**src/apr_pkg.sv**
```systemverilog
package apr_pkg;
	// Timing
	localparam int          CLK_PERIOD_NS = 10;
	localparam longint      BUSY_TIME_NS  = 64'd333333333;
	localparam int          BUSY_CYCLES   = int'(BUSY_TIME_NS / CLK_PERIOD_NS);
	typedef logic [25:0]    apr_busy_t;

	// Register byte offsets
	localparam logic [4:0]  OFS_CTRL   = 5'h00;
	localparam logic [4:0]  OFS_HDR    = 5'h04;
	localparam logic [4:0]  OFS_VAL0   = 5'h08;
	localparam logic [4:0]  OFS_VAL1   = 5'h0c;
	localparam logic [4:0]  OFS_VAL2   = 5'h10;
	localparam logic [4:0]  OFS_DIG    = 5'h14;
	localparam logic [4:0]  OFS_TRIPLE = 5'h18;
	localparam logic [4:0]  OFS_STATUS = 5'h1c;

	// Field positions
	localparam int          CTRL_ADDR_LSB = 0;
	localparam int          CTRL_EN_BIT   = 8;
	localparam int          HDR_STAT_LSB  = 0;
	localparam int          HDR_MODE_LSB  = 8;
	localparam int          HDR_ALARM_LSB = 12;
	localparam int          VAL_BCD_LSB   = 0;
	localparam int          VAL_PT_LSB    = 16;
	localparam int          VAL_NEG_BIT   = 18;
	localparam int          VAL_W         = 19;
	localparam int          TRI_LO_LSB    = 0;
	localparam int          TRI_HI_LSB    = 8;
	localparam int          STS_ID_LSB    = 16;

	// Reset values
	localparam logic [6:0]  CTRL_ADDR_RST = 7'h01;
	localparam logic        CTRL_EN_RST   = 1'b1;
	localparam logic        MONITOR_RST   = 1'b1;

	// Identifier ranges
	localparam logic [9:0]  ANA_ID_MIN = 10'h001;
	localparam logic [9:0]  ANA_ID_MAX = 10'h07d;
	localparam logic [9:0]  DIG_ID_MIN = 10'h080;
	localparam logic [9:0]  DIG_ID_MAX = 10'h0ff;

	// Header codes
	localparam logic [7:0]  ERR_NONE   = 8'h00;
	localparam logic [7:0]  ERR_BAD_ID = 8'h01;
	localparam logic [7:0]  STAT_BUSY  = 8'h01;

	// Characters
	localparam logic [7:0]  CH_COMMA = 8'h2c;
	localparam logic [7:0]  CH_CR    = 8'h0d;
	localparam logic [7:0]  CH_LF    = 8'h0a;
	localparam logic [7:0]  CH_SP    = 8'h20;
	localparam logic [7:0]  CH_MINUS = 8'h2d;
	localparam logic [7:0]  CH_DOT   = 8'h2e;
	localparam logic [7:0]  CH_ZERO  = 8'h30;
	localparam logic [7:0]  CH_TWO   = 8'h32;
	localparam logic [7:0]  CH_FOUR  = 8'h34;

	// Response sequencer, Gray codes along the usual path
	typedef enum logic [2:0] {
		ST_IDLE  = 3'b000,
		ST_HDR   = 3'b001,
		ST_ID    = 3'b011,
		ST_VAL   = 3'b010,
		ST_CSUM  = 3'b110,
		ST_EOL   = 3'b111,
		ST_DRAIN = 3'b101,
		ST_BUSYW = 3'b100
	} apr_state_t;

	typedef enum logic [2:0] {
		K_SINGLE  = 3'd0,
		K_TRIPLE  = 3'd1,
		K_DIGITAL = 3'd2,
		K_BADID   = 3'd3,
		K_BUSY    = 3'd4
	} apr_kind_t;
endpackage

```
**src/apr_stream_if.sv**
```systemverilog
`timescale 1ns/1ps
interface apr_stream_if #(parameter int W = 8);
	logic [W-1:0] data;
	logic         valid;
	logic         ready;
	modport src (output data, output valid, input ready);
	modport snk (input data, input valid, output ready);
endinterface

```
**src/apr_responder.sv**
```systemverilog
//Contract
//- Device stays busy up to third second
//- Request while busy gets busy status
//- One identifier per request, one/three values
//- Reads accepted in monitor or slave state
//- Header shows old state until next transaction
//- Identifiers 1-125 analog, 128-255 digital
//- Checksum request: addr,4204,X4,id,0,cs
//- Plain request: protocol 0204, no checksum
//- Checksum field is two hex digits
//- Six character header: error,status,mode,alarm
//- Single analog reply: header,id,value,cs
//- Triple ids reply with three values
//- Value: four digits, one point, sign
//- State digit E monitor, 6 slave; 4 read
`timescale 1ns/1ps
module apr_responder #(
	parameter int BUSY_CYCLES = apr_pkg::BUSY_CYCLES,
	parameter int FIFO_DEPTH  = 32
) (
	input  wire logic        mclk,
	input  wire logic        srst,
	input  wire logic [4:0]  avs_address,
	input  wire logic        avs_read,
	input  wire logic        avs_write,
	input  wire logic [31:0] avs_writedata,
	output logic      [31:0] avs_readdata,
	output logic             avs_waitrequest,
	input  wire logic [7:0]  rx_data,
	input  wire logic        rx_valid,
	output logic             rx_ready,
	output logic      [7:0]  tx_data,
	output logic             tx_valid,
	input  wire logic        tx_ready
);
	typedef struct packed {
		apr_pkg::apr_state_t       st;
		logic                      ack;
		logic [31:0]               rdata;
		logic [6:0]                own_addr;
		logic                      en;
		logic [7:0]                stat;
		logic [2:0]                mode;
		logic [3:0]                alarm;
		logic [2:0][18:0]          val;
		logic [11:0]               dig;
		logic [7:0]                tri_lo;
		logic [7:0]                tri_hi;
		logic                      monitor;
		logic [2:0]                fld;
		logic [2:0]                cnt;
		logic                      bad;
		logic [6:0]                p_addr;
		logic                      p_cs;
		logic [3:0]                p_x;
		logic [9:0]                p_id;
		logic [11:0]               p_bcd;
		apr_pkg::apr_kind_t        kind;
		logic [7:0]                r_err;
		logic                      r_cs;
		logic                      r_mon;
		logic [11:0]               r_bcd;
		logic [9:0]                last_id;
		logic [1:0]                vi;
		logic [2:0]                k;
		logic [7:0]                sum;
		apr_pkg::apr_busy_t        busy_cnt;
	} apr_st_t;

	apr_st_t          q_reg;
	apr_st_t          q_next;
	logic [7:0]       ch;
	apr_stream_if #(.W(8)) resp_in ();
	apr_stream_if #(.W(8)) resp_out ();

	function automatic logic [7:0] hex_asc(input logic [3:0] n);
		hex_asc = (n < 4'ha) ? 8'h30 + {4'h0, n} : 8'h37 + {4'h0, n};
	endfunction

	// Upper and lower case accepted
	function automatic logic [4:0] hex_val(input logic [7:0] c);
		if (c >= 8'h30 && c <= 8'h39)
			hex_val = {1'b1, c[3:0]};
		else if ((c >= 8'h41 && c <= 8'h46) || (c >= 8'h61 && c <= 8'h66))
			hex_val = {1'b1, 4'(c[3:0] + 4'h9)};
		else
			hex_val = 5'h00;
	endfunction

	function automatic logic is_dec(input logic [7:0] c);
		is_dec = (c >= 8'h30 && c <= 8'h39);
	endfunction

	// Point follows digit p; the digit index skips the point
	function automatic logic [7:0] val_char(input logic [18:0] v,
		input logic [2:0] j);
		logic [2:0]  p;
		logic [1:0]  idx;
		logic [15:0] s;
		p = {1'b0, v[apr_pkg::VAL_PT_LSB +: 2]};
		idx = (j <= p) ? j[1:0] : 2'(j - 3'd1);
		s = v[apr_pkg::VAL_BCD_LSB +: 16] << {idx, 2'b00};
		if (j == p + 3'd1)
			val_char = apr_pkg::CH_DOT;
		else
			val_char = apr_pkg::CH_ZERO + {4'h0, s[15:12]};
	endfunction

	function automatic logic field_ok(input logic [2:0] f,
		input logic [2:0] n, input logic cs);
		case (f)
			3'd0: field_ok = (n == 3'd2);
			3'd1: field_ok = (n == 3'd4);
			3'd2: field_ok = (n == 3'd2);
			3'd3: field_ok = (n == 3'd3);
			3'd4: field_ok = (n == 3'd1);
			3'd5: field_ok = (n == 3'd2) && cs;
			default: field_ok = 1'b0;
		endcase
	endfunction

	// Response bytes are queued; new requests are not taken until the queue has drained
	apr_fifo #(
		.W     (8),
		.DEPTH (FIFO_DEPTH)
	) u_fifo (
		.mclk (mclk),
		.srst (srst),
		.wr   (resp_in),
		.rd   (resp_out)
	);

	assign tx_data = resp_out.data;
	assign tx_valid = resp_out.valid;
	assign resp_out.ready = tx_ready;
	assign resp_in.data = ch;
	assign resp_in.valid = (q_reg.st inside {apr_pkg::ST_HDR, apr_pkg::ST_ID,
		apr_pkg::ST_VAL, apr_pkg::ST_CSUM, apr_pkg::ST_EOL});
	assign avs_waitrequest = (avs_read | avs_write) & ~q_reg.ack;
	assign avs_readdata = q_reg.rdata;
	// Listening even while busy, so late requests get the busy answer
	assign rx_ready = (q_reg.st == apr_pkg::ST_IDLE) |
		(q_reg.st == apr_pkg::ST_BUSYW);

	// Character of the response currently offered to the buffer
	always_comb
	begin
		logic [18:0] v;
		v = q_reg.val[q_reg.vi];
		ch = apr_pkg::CH_LF;
		case (q_reg.st)
			apr_pkg::ST_HDR:
				case (q_reg.k)
					3'd0: ch = hex_asc(q_reg.r_err[7:4]);
					3'd1: ch = hex_asc(q_reg.r_err[3:0]);
					3'd2: ch = hex_asc((q_reg.kind == apr_pkg::K_BUSY) ?
						apr_pkg::STAT_BUSY[7:4] : q_reg.stat[7:4]);
					3'd3: ch = hex_asc((q_reg.kind == apr_pkg::K_BUSY) ?
						apr_pkg::STAT_BUSY[3:0] : q_reg.stat[3:0]);
					3'd4: ch = hex_asc({q_reg.monitor, q_reg.mode});
					default: ch = hex_asc(q_reg.alarm);
				endcase
			apr_pkg::ST_ID:
				case (q_reg.k)
					3'd0: ch = apr_pkg::CH_COMMA;
					3'd1: ch = hex_asc(q_reg.r_bcd[11:8]);
					3'd2: ch = hex_asc(q_reg.r_bcd[7:4]);
					default: ch = hex_asc(q_reg.r_bcd[3:0]);
				endcase
			apr_pkg::ST_VAL:
				if (q_reg.k == 3'd0)
					ch = apr_pkg::CH_COMMA;
				else if (q_reg.kind == apr_pkg::K_DIGITAL)
					ch = hex_asc(q_reg.dig[4'(12 - 4 * q_reg.k) +: 4]);
				else if (q_reg.k == 3'd1)
					ch = apr_pkg::CH_MINUS;
				else
					ch = val_char(v, 3'(q_reg.k - 3'd2));
			apr_pkg::ST_CSUM:
				case (q_reg.k)
					3'd0: ch = apr_pkg::CH_COMMA;
					3'd1: ch = hex_asc(q_reg.sum[7:4]);
					default: ch = hex_asc(q_reg.sum[3:0]);
				endcase
			apr_pkg::ST_EOL:
				ch = (q_reg.k == 3'd0) ? apr_pkg::CH_CR : apr_pkg::CH_LF;
			default: ch = apr_pkg::CH_LF;
		endcase
	end

	// Register slave, parser and response sequencer
	always_comb
	begin
		logic [7:0]  c;
		logic [4:0]  hv;
		logic        good;
		logic        tail;
		apr_pkg::apr_state_t after_payload;
		c = rx_data;
		hv = hex_val(rx_data);
		good = 1'b0;
		tail = 1'b0;
		q_next = q_reg;
		after_payload = q_reg.r_cs ? apr_pkg::ST_CSUM : apr_pkg::ST_EOL;

		// One wait cycle, then the answer; reads sampled before ack
		q_next.ack = (avs_read | avs_write) & ~q_reg.ack;
		if (avs_read && !q_reg.ack)
		begin
			q_next.rdata = '0;
			if (avs_address == apr_pkg::OFS_CTRL)
			begin
				q_next.rdata[apr_pkg::CTRL_ADDR_LSB +: 7] = q_reg.own_addr;
				q_next.rdata[apr_pkg::CTRL_EN_BIT] = q_reg.en;
			end
			else if (avs_address == apr_pkg::OFS_HDR)
			begin
				q_next.rdata[apr_pkg::HDR_STAT_LSB +: 8] = q_reg.stat;
				q_next.rdata[apr_pkg::HDR_MODE_LSB +: 3] = q_reg.mode;
				q_next.rdata[apr_pkg::HDR_ALARM_LSB +: 4] = q_reg.alarm;
			end
			else if (avs_address == apr_pkg::OFS_VAL0)
				q_next.rdata[18:0] = q_reg.val[0];
			else if (avs_address == apr_pkg::OFS_VAL1)
				q_next.rdata[18:0] = q_reg.val[1];
			else if (avs_address == apr_pkg::OFS_VAL2)
				q_next.rdata[18:0] = q_reg.val[2];
			else if (avs_address == apr_pkg::OFS_DIG)
				q_next.rdata[11:0] = q_reg.dig;
			else if (avs_address == apr_pkg::OFS_TRIPLE)
				q_next.rdata[15:0] = {q_reg.tri_hi, q_reg.tri_lo};
			else if (avs_address == apr_pkg::OFS_STATUS)
			begin
				q_next.rdata[0] = (q_reg.st == apr_pkg::ST_BUSYW);
				q_next.rdata[1] = q_reg.monitor;
				q_next.rdata[2] = ~rx_ready;
				q_next.rdata[apr_pkg::STS_ID_LSB +: 10] = q_reg.last_id;
			end
		end
		if (avs_write && q_reg.ack)
		begin
			if (avs_address == apr_pkg::OFS_CTRL)
			begin
				q_next.own_addr = avs_writedata[apr_pkg::CTRL_ADDR_LSB +: 7];
				q_next.en = avs_writedata[apr_pkg::CTRL_EN_BIT];
			end
			else if (avs_address == apr_pkg::OFS_HDR)
			begin
				q_next.stat = avs_writedata[apr_pkg::HDR_STAT_LSB +: 8];
				q_next.mode = avs_writedata[apr_pkg::HDR_MODE_LSB +: 3];
				q_next.alarm = avs_writedata[apr_pkg::HDR_ALARM_LSB +: 4];
			end
			else if (avs_address == apr_pkg::OFS_VAL0)
				q_next.val[0] = avs_writedata[18:0];
			else if (avs_address == apr_pkg::OFS_VAL1)
				q_next.val[1] = avs_writedata[18:0];
			else if (avs_address == apr_pkg::OFS_VAL2)
				q_next.val[2] = avs_writedata[18:0];
			else if (avs_address == apr_pkg::OFS_DIG)
				q_next.dig = avs_writedata[11:0];
			else if (avs_address == apr_pkg::OFS_TRIPLE)
			begin
				q_next.tri_lo = avs_writedata[apr_pkg::TRI_LO_LSB +: 8];
				q_next.tri_hi = avs_writedata[apr_pkg::TRI_HI_LSB +: 8];
			end
		end

		// Parser: malformed lines are dropped silently at LF
		if (rx_valid && rx_ready)
		begin
			if (c == apr_pkg::CH_LF)
			begin
				good = !q_reg.bad && q_reg.en &&
					(q_reg.fld == (q_reg.p_cs ? 3'd6 : 3'd5)) &&
					(q_reg.p_addr == q_reg.own_addr);
				q_next.fld = '0;
				q_next.cnt = '0;
				q_next.bad = 1'b0;
				q_next.p_addr = '0;
				q_next.p_id = '0;
				q_next.p_bcd = '0;
			end
			else if (c == apr_pkg::CH_COMMA || c == apr_pkg::CH_CR)
			begin
				if (q_reg.cnt == '0 && q_reg.fld >= 3'd5)
					q_next.fld = q_reg.fld;
				else if (field_ok(q_reg.fld, q_reg.cnt, q_reg.p_cs))
				begin
					q_next.fld = q_reg.fld + 3'd1;
					q_next.cnt = '0;
				end
				else
					q_next.bad = 1'b1;
			end
			else if (c != apr_pkg::CH_SP)
			begin
				q_next.cnt = (q_reg.cnt == 3'd7) ? 3'd7 : q_reg.cnt + 3'd1;
				case (q_reg.fld)
					3'd0:
						if (is_dec(c))
							q_next.p_addr = 7'(q_reg.p_addr * 7'd10 + 7'(c[3:0]));
						else
							q_next.bad = 1'b1;
					3'd1:
						if (q_reg.cnt == 3'd0 && c == apr_pkg::CH_FOUR)
							q_next.p_cs = 1'b1;
						else if (q_reg.cnt == 3'd0 && c == apr_pkg::CH_ZERO)
							q_next.p_cs = 1'b0;
						else if (!((q_reg.cnt == 3'd1 && c == apr_pkg::CH_TWO) ||
							(q_reg.cnt == 3'd2 && c == apr_pkg::CH_ZERO) ||
							(q_reg.cnt == 3'd3 && c == apr_pkg::CH_FOUR)))
							q_next.bad = 1'b1;
					3'd2:
						if (q_reg.cnt == 3'd0 && hv[4])
							q_next.p_x = hv[3:0];
						else if (!(q_reg.cnt == 3'd1 && c == apr_pkg::CH_FOUR))
							q_next.bad = 1'b1;
					3'd3:
						if (is_dec(c))
						begin
							q_next.p_id = 10'(q_reg.p_id * 10'd10 + 10'(c[3:0]));
							q_next.p_bcd = {q_reg.p_bcd[7:0], c[3:0]};
						end
						else
							q_next.bad = 1'b1;
					3'd4:
						q_next.bad = q_reg.bad | (c != apr_pkg::CH_ZERO);
					3'd5:
						q_next.bad = q_reg.bad | ~hv[4] | ~q_reg.p_cs;
					default: q_next.bad = 1'b1;
				endcase
			end
		end

		// Accepted request: busy answer or classified read
		if (good)
		begin
			q_next.r_cs = q_reg.p_cs;
			q_next.r_bcd = q_reg.p_bcd;
			q_next.r_mon = q_reg.p_x[3];
			q_next.r_err = apr_pkg::ERR_NONE;
			q_next.st = apr_pkg::ST_HDR;
			q_next.k = '0;
			q_next.vi = '0;
			q_next.sum = '0;
			if (q_reg.st == apr_pkg::ST_BUSYW)
				q_next.kind = apr_pkg::K_BUSY;
			else
			begin
				q_next.last_id = q_reg.p_id;
				if (q_reg.p_id >= apr_pkg::ANA_ID_MIN &&
					q_reg.p_id <= apr_pkg::ANA_ID_MAX)
					q_next.kind = (q_reg.p_id >= {2'b00, q_reg.tri_lo} &&
						q_reg.p_id <= {2'b00, q_reg.tri_hi}) ?
						apr_pkg::K_TRIPLE : apr_pkg::K_SINGLE;
				else if (q_reg.p_id >= apr_pkg::DIG_ID_MIN &&
					q_reg.p_id <= apr_pkg::DIG_ID_MAX)
					q_next.kind = apr_pkg::K_DIGITAL;
				else
				begin
					q_next.kind = apr_pkg::K_BADID;
					q_next.r_err = apr_pkg::ERR_BAD_ID;
				end
			end
		end

		// Sequencer advances only when the buffer takes the byte
		if (resp_in.valid && resp_in.ready)
		begin
			if (q_reg.st != apr_pkg::ST_CSUM)
				q_next.sum = q_reg.sum + ch;
			q_next.k = q_reg.k + 3'd1;
			case (q_reg.st)
				apr_pkg::ST_HDR:
					if (q_reg.k == 3'd5)
					begin
						q_next.k = '0;
						q_next.st = (q_reg.kind == apr_pkg::K_BUSY) ?
							after_payload : apr_pkg::ST_ID;
					end
				apr_pkg::ST_ID:
					if (q_reg.k == 3'd3)
					begin
						q_next.k = '0;
						q_next.st = (q_reg.kind == apr_pkg::K_BADID) ?
							after_payload : apr_pkg::ST_VAL;
					end
				apr_pkg::ST_VAL:
				begin
					if (q_reg.k == 3'd0 && q_reg.kind != apr_pkg::K_DIGITAL &&
						!q_reg.val[q_reg.vi][apr_pkg::VAL_NEG_BIT])
						q_next.k = 3'd2;
					if (q_reg.kind == apr_pkg::K_DIGITAL)
						tail = (q_reg.k == 3'd3);
					else
						tail = (q_reg.k == 3'd6);
					if (tail && q_reg.kind == apr_pkg::K_TRIPLE &&
						q_reg.vi != 2'd2)
					begin
						q_next.k = '0;
						q_next.vi = q_reg.vi + 2'd1;
					end
					else if (tail)
					begin
						q_next.k = '0;
						q_next.st = after_payload;
					end
				end
				apr_pkg::ST_CSUM:
					if (q_reg.k == 3'd2)
					begin
						q_next.k = '0;
						q_next.st = apr_pkg::ST_EOL;
					end
				apr_pkg::ST_EOL:
					if (q_reg.k == 3'd1)
					begin
						q_next.k = '0;
						q_next.st = apr_pkg::ST_DRAIN;
						// New state shows from the next reply on
						if (q_reg.kind != apr_pkg::K_BUSY)
							q_next.monitor = q_reg.r_mon;
					end
				default: q_next.k = q_reg.k;
			endcase
		end

		// Busy window starts once the last byte has left
		if (q_reg.st == apr_pkg::ST_DRAIN && !resp_out.valid)
		begin
			q_next.st = apr_pkg::ST_BUSYW;
			if (q_reg.kind != apr_pkg::K_BUSY)
				q_next.busy_cnt = apr_pkg::apr_busy_t'(BUSY_CYCLES - 1);
		end
		else if (q_reg.st == apr_pkg::ST_BUSYW && !good)
		begin
			if (q_reg.busy_cnt == '0)
				q_next.st = apr_pkg::ST_IDLE;
			else
				q_next.busy_cnt = q_reg.busy_cnt - 1'b1;
		end
	end

	always_ff @(posedge mclk)
	begin
		if (srst)
		begin
			q_reg <= '0;
			q_reg.own_addr <= apr_pkg::CTRL_ADDR_RST;
			q_reg.en <= apr_pkg::CTRL_EN_RST;
			q_reg.monitor <= apr_pkg::MONITOR_RST;
		end
		else
			q_reg <= q_next;
	end
endmodule

```
**src/apr_fifo.sv**
```systemverilog
`timescale 1ns/1ps
module apr_fifo #(
	parameter int W     = 8,
	parameter int DEPTH = 32
) (
	input wire logic    mclk,
	input wire logic    srst,
	apr_stream_if.snk   wr,
	apr_stream_if.src   rd
);
	localparam int AW = $clog2(DEPTH);
	localparam int CW = $clog2(DEPTH + 1);

	typedef struct packed {
		logic [DEPTH-1:0][W-1:0] mem;
		logic [AW-1:0]           wp;
		logic [AW-1:0]           rp;
		logic [CW-1:0]           cnt;
	} apr_fifo_st_t;

	apr_fifo_st_t q_reg;
	apr_fifo_st_t q_next;
	logic         push;
	logic         pop;

	// Honest flags straight from the count
	assign wr.ready = (q_reg.cnt != CW'(DEPTH));
	assign rd.valid = (q_reg.cnt != '0);
	assign rd.data  = q_reg.mem[q_reg.rp];
	assign push     = wr.valid & wr.ready;
	assign pop      = rd.valid & rd.ready;

	// Pointers wrap explicitly so any depth works
	always_comb
	begin
		q_next = q_reg;
		if (push)
		begin
			q_next.mem[q_reg.wp] = wr.data;
			q_next.wp = (q_reg.wp == AW'(DEPTH - 1)) ? '0 : q_reg.wp + 1'b1;
		end
		if (pop)
			q_next.rp = (q_reg.rp == AW'(DEPTH - 1)) ? '0 : q_reg.rp + 1'b1;
		q_next.cnt = q_reg.cnt + CW'(push) - CW'(pop);
	end

	always_ff @(posedge mclk)
	begin
		if (srst)
			q_reg <= '0;
		else
			q_reg <= q_next;
	end
endmodule

```
**config.mk**
```make
export PLATFORM = sky130hd
export DESIGN_NAME = apr_responder
export DESIGN_NICKNAME = d
export VERILOG_FILES = /design/src/apr_pkg.sv /design/src/apr_stream_if.sv /design/src/apr_responder.sv /design/src/apr_fifo.sv
export SDC_FILE = /design/constraint.sdc
export NUM_CORES = 1
export LEC_CHECK = 0
export BUFFER_PORTS_ARGS = -buffer_cell sky130_fd_sc_hd__buf_2
export CORE_AREA = 2 2 259 236
export CTS_CLUSTER_DIAMETER = 200
export CTS_CLUSTER_SIZE = 28
export DETAILED_ROUTE_END_ITERATION = 10
export DIE_AREA = 0 0 261 238
export SLEW_MARGIN = 20
export SYNTH_ARGS = -nofsm -noshare
export SYNTH_HDL_FRONTEND = slang
export SYNTH_SLANG_ARGS = --single-unit
```
**constraint.sdc**
```tcl
create_clock -name mclk -period 9.1 [get_ports mclk]
set_input_delay 0.91 -clock mclk [delete_from_list [all_inputs] [get_ports mclk]]
set_output_delay 0.91 -clock mclk [all_outputs]
set_load 0.01 [all_outputs]
```
Word-level counts from Yosys, hierarchy flattened --
Index checks and enable logic that the tools add are counted.
Storage, ports and cells: output and inout bits 43, flip-flop bits (word level) 519, logic and storage cells 449
Operators by class: multiplexer cells 140, eq/ne operators 66, add/subtract/negate cells 42, $lt $le $gt $ge 30, multipliers 2, reductions and logical operators 77, shifts and indexed selects 2, bitwise logic cells 21
Operators with widths (count):
- $bwmux 256 | 1
- $mux 7 | 22
- $add 6x4->7 const A | 21
- $mux 13 | 10
- $mux 26 | 4
- $mux 3 | 27
- $mux 19 | 4
- $mux 22 | 3
- $bmux 8 s5 | 1
- $demux 8 s5 | 1
- $lt 4x4->1 const B | 10
- $pmux 8 s5 | 1
- $bmux 19 s2 | 1
- $mux 38 | 1
- $eq 3x3->1 const B | 12
- $pmux 7 s5 | 1
- $mux 34 | 1
- $eq 8x6->1 const B | 4
- $eq 3x2->1 const B | 10
- $eq 5x5->1 const B | 6
- $mux 10 | 3
- $pmux 3 s5 | 2
- $logic_and 1x1->1 | 29
- $mux 1 | 28
- 82 further kinds | 177

Logic depth before layout (Yosys ltp) --
depth in word-level cells 15, mapped depth 23

Modules after synthesis --
Synthesis repeated with hierarchy kept, for this count alone.
Second synthesis, totals: cells, all modules 3127, area total of the unflattened synthesis 27283.7 sq um
By module, submodules not included:
- apr_responder | area an instance 14805.4 sq um, cells each 1970, instances 1, seq. area each 4864.7 sq um
- apr_fifo | area an instance 12478.2 sq um, cells each 1157, instances 1, seq. area each 5445.2 sq um

Worst setup path after synthesis --
No wires, ideal clock.
kind flip-flop to flip-flop, start register q_reg[38] (netlist name), end register q_reg[32] (netlist name), stages on the path, launching flop included 23, data arrival time 5232 ps, path slack 3797 ps, buffers on the path 3, setup time 70 ps, path through dfxtp_1 buf_2 buf_1 mux2i_1 o21a_1 ha_1 nor2b_1 o21ai_4 xnor2_2 mux4_2 a221o_1 buf_6 a21oi_1 o31ai_1 ha_1 fa_1 a21o_1 a21oi_1 o21bai_1 a21oi_1 xnor2_1 nand2_1 a21oi_1
Between the ends: word-level cells in the longest chain between the ends 14, elaborated cells on any way between the ends 16
RTL lines:
- start, declared | line apr_responder.sv:70 | apr_st_t q_reg;
- start signal, assigned | line apr_responder.sv:454 | q_reg <= q_next;
- $bmux 19 s2 (*) | line apr_responder.sv:149 | v = q_reg.val[q_reg.vi];
- $mux 19 (*)
- $le 3x2->1 | line apr_responder.sv:101 | idx = (j <= p) ? j[1:0] : 2'(j - 3'd1);
- $mux 2 | line apr_responder.sv:101
- $shl 16x4->16 | line apr_responder.sv:102 | s = v[apr_pkg::VAL_BCD_LSB +: 16] << {idx, 2'b00};
- $add 6x4->7 | line apr_responder.sv:106 | val_char = apr_pkg::CH_ZERO + {4'h0, s[15:12]};
- $mux 7 (*) | line apr_responder.sv:103 | if (j == p + 3'd1)
- $mux 7 (*) | line apr_responder.sv:175 | else if (q_reg.k == 3'd1)
- $mux 7 (*) | line apr_responder.sv:173 | else if (q_reg.kind == apr_pkg::K_DIGITAL)
- $mux 7 (*) | line apr_responder.sv:171 | if (q_reg.k == 3'd0)
- $pmux 8 s5 (*) | line apr_responder.sv:151 | case (q_reg.st)
- net ch[0] | line apr_responder.sv:72 | logic [7:0] ch;
- $add 8x8->8 (*) | line apr_responder.sv:371 | q_next.sum = q_reg.sum + ch;
- $mux 8 (*) | line apr_responder.sv:370 | if (q_reg.st != apr_pkg::ST_CSUM)
- $mux 13 (*) | line apr_responder.sv:368 | if (resp_in.valid && resp_in.ready)
Mark *: on every way through the listed nets, which the timed path passes. The rest lies on a longest branch. The select of a mux whose other input is x is not followed. A chain may end at the register's enable or synchronous reset.

Worst setup path after layout --
Same ends and word-level chain as after synthesis.

==> summary.txt <==
Status
  • Status: complete, no violations

Worst setup path
  • CP arrival: about 6300 ps
  • Worst setup EP type: flop
  • CP Buf/Inv Count: 2
  • Delay-heaviest family, CP: compound AO/OA/AOI/OAI gates
  • CP startpoint kind: flop
  • Worst path max stage delay: between 500 and 600 ps
  • Critical Path RT: a little under 10000 ps
  • Critical Path, Cell by Cell: buf_4 -> mux2i_1 -> o21a_1 -> ha_1 -> nor2b_1 -> o21ai_4 -> xnor2_2 -> mux4_2 -> a221o_1 -> buf_4 -> a21oi_1 -> o31ai_1 -> ha_1 -> fa_1 -> a21o_1 -> a21oi_1 -> o21bai_1 -> a21oi_1 -> xnor2_1 -> nand2_1 -> a21oi_1
  • Crit-path max FO: 33
  • Setup CP Type: reg2reg
  • Cell mode on critical path: a21oi_1
  • Slowest cell on crit path: mux4_2

Clock network
  • Clk Tree Root Cell: clkbuf_16
  • Clk pin slew, worst setup/hold paths: around 110 ps
  • Post-CTS Hold Buffers: 0
  • Post-CTS setup buffer count: 0
  • CTS Buf Count: 21
  • CTS H-tree depth: 1
  • Clock sink count: between 400 and 500
  • Worst-skew pair later-pin latency: between 500 and 600 ps
  • CTS tree: yes
  • Clock buffer depth: 3
  • Post-CTS sizing: 0

Place
  • Placed cell areas: 27100 sq um
  • Port Buf Inserts: 73
  • GP Congestion: just over 0.9
  • Post-DP HPWL: between 50000 and 60000 um

Logic synthesis
  • Asr flop ratio synth: 0
  • #FFs+latches synth: 483
  • Post-synth top cells: dfxtp_1 (483), nand2_1 (388), nor2_1 (351)
  • Ys Warns: 0
  • Cell count after synthesis: roughly 3200
  • Register area share after synthesis: 0.365
  • Post-Syn Area: around 26000 sq um
  • Most common cell in the netlist: dfxtp_1
  • Area share of the largest cell type after synthesis: 0.365
  • Post-synth cell types: between 80 and 90
  • EDFF count, synth: 0
  • Cell accounting for the most synthesized area: dfxtp_1
  • Avg Synthesized Cell Area: between 8 and 9 sq um
  • Ranking of synthesized cells by area: dfxtp_1 (37%), mux4_2 (6.2%), nand2_1 (5.5%)
  • Ys flop type: dfxtp_1

Power and ir drop
  • Clock power frac: 0.307
  • Power per cell area: roughly 130 nW/um^2
  • Gate power share: 0.104
  • Switching Share: 0.262
  • PnR Total Power: between 0.003 and 0.004 W
  • Switching power of the nets: approximately 0.00096 W
  • Reg power frac: 0.589
  • Max VDD drop: between 0.1 and 0.15 mV
  • P_int: between 0.002 and 0.003 W
  • P_leak: 9.17 nW

Timing
  • # setup viols final: 0
  • Final hold violation count: 0
  • Final period util: 0.633
  • Setup TNS: 0 ps
  • FMAX: between 150 and 200 MHz
  • Min cycle time layout: about 5800 ps
  • Slew margin rel.: 0.247
  • Setup Skew: 32.4 ps
  • Max-slew violations: 0
  • Measured slew at the worst slew-check pin: between 1000 and 1500 ps
  • RSZ-0062 raised after global routing: false

Routing
  • Vias: 23500
  • DR iter-0 viols: 2379
  • Drt drc: 0
  • Avg WL per Cell: around 21 um
  • Via density: 6.16
  • First-pass iteration count of the detailed router: 7
  • Routed WL: about 81000 um
  • Antenna-violating nets left: 0

Final layout
  • Final Util: 0.467
  • Layout cells sized above 1: 0.0936
  • Storage cell area: about 9700 sq um
  • Max reg flops: 240
  • Filler cell count in the final layout: 5770
  • # nets final: 3182
  • Layout area overhead: 4.62%
  • Multi-input logic area: approximately 15000 sq um
  • Final Cell Area: about 28000 sq um

Floorplan
  • Row count: 85
  • Die Y-Extent: ~240 um
  • Core area: about 60000 sq um
  • Chip width: between 200 and 300 um
  • Die ar.: about 62000 sq um
  • Initial core utilization: 0.446
  • IO Pins: 94

Global routing
  • Vias in the first global route: 22000
  • Initial antenna violation count: 1
  • Gr ovfl total: 0
  • Pin count of the biggest net entering global routing: roughly 230
  • First-pass GRT wire length: between 100000 and 150000 um
  • GRT Total Usage: 0.256

Worst hold path
  • Hold Path Class: reg2reg

Job
  • Maxcap violations: 0
-- path summary, 6_finish.rpt --
kind | depth (start not counted) | startpoint | slack, ps | to
worst max-delay path | 21 | q_reg[38] | 3340 | q_reg[32]
worst min-delay path | 2 | q_reg[47] | 440 | avs_readdata[24]
worst min register to register | 2 | q_reg[47] | 440 | avs_readdata[24]
worst max register to register | 21 | q_reg[38] | 3340 | q_reg[32]
-- layout make-up --
cell class                      instances  share of cell area
Clock inverter                          2             0.00140
Antenna cell                            2            0.000181
Multi-Input combinational cell       2326               0.556
Clock buffer                           22              0.0191
Inverter                               83              0.0112
Tap cell                              783              0.0354
Timing Repair Buffer                  119              0.0269
Sequential cell                       483               0.349
-- layout by cell type, fill, tap and decap left out, drive strengths merged, types with 42 or more instances in the layout --
cell type and n:
nor3b 42, mux4 73, inv 82, a21oi 282, mux2i 56, xnor2 49
nand2 388, nor3 73, o21ai 119, buf 119, nand3 122, nor2 351
a211oi 116, dfxtp 483, ha 91
-- power by group through the flow --
| stage | sequential [W] | clock, W | combinational, W |
|---|---|---|---|
| 6_report | 0.00216 | 0.00113 | 0.000384 |
| 5_1_grt | 0.00217 | 0.00122 | 0.000421 |
| 4_1_cts | 0.00216 | 0.00116 | 0.000384 |
| 3_5_place_dp | 0.00221 | 0 | 0.000382 |
| 3_3_place_gp | 0.00221 | 0 | 0.000376 |
| 2_1_floorplan | 0.00219 | 0 | 0.000301 |
-- worst reg2reg max path: stages (launching register included) --
cell,delay [ps]
dfxtp_1,360
buf_4,360
mux2i_1,140
o21a_1,240
ha_1,320
nor2b_1,370
o21ai_4,190
xnor2_2,460
mux4_2,600
a221o_1,360
buf_4,270
a21oi_1,190
o31ai_1,120
ha_1,230
fa_1,420
a21o_1,210
a21oi_1,230
o21bai_1,100
a21oi_1,180
xnor2_1,130
nand2_1,70
a21oi_1,140
-- metrics by stage --
| step | hold slack, ps | instances | setup slack (ps) |
|---|---|---|---|
| after floorplan | 431 | 3174 | 3800 |
| after global placement | 437 | 3793 | 3550 |
| after detailed placement | 442 | 3793 | 3460 |
| after CTS | 443 | 3817 | 3410 |
| after global routing | 466 | 3818 | 3010 |
| final | 437 | 3820 | 3340 |
-- routing by layer --
metal | GRT usage | wire, um
met5 | 0 | 0
met4 | 0.0611 | 1750
met3 | 0.0315 | 5530
met2 | 0.393 | 36000
met1 | 0.380 | 37700
-- kinds of logic after synthesis --
group | synth area share
AO/OA/AOI/OAI | 0.207
XOR/XNOR | 0.0231
adder cells (fa/ha/maj) | 0.0475
buffers and inverters | 0.0578
flip-flops | 0.365
multiplexers | 0.0918
other | 0.000142
AND/OR/NAND/NOR | 0.208
Note: power is estimated with default switching activity, not from simulation.
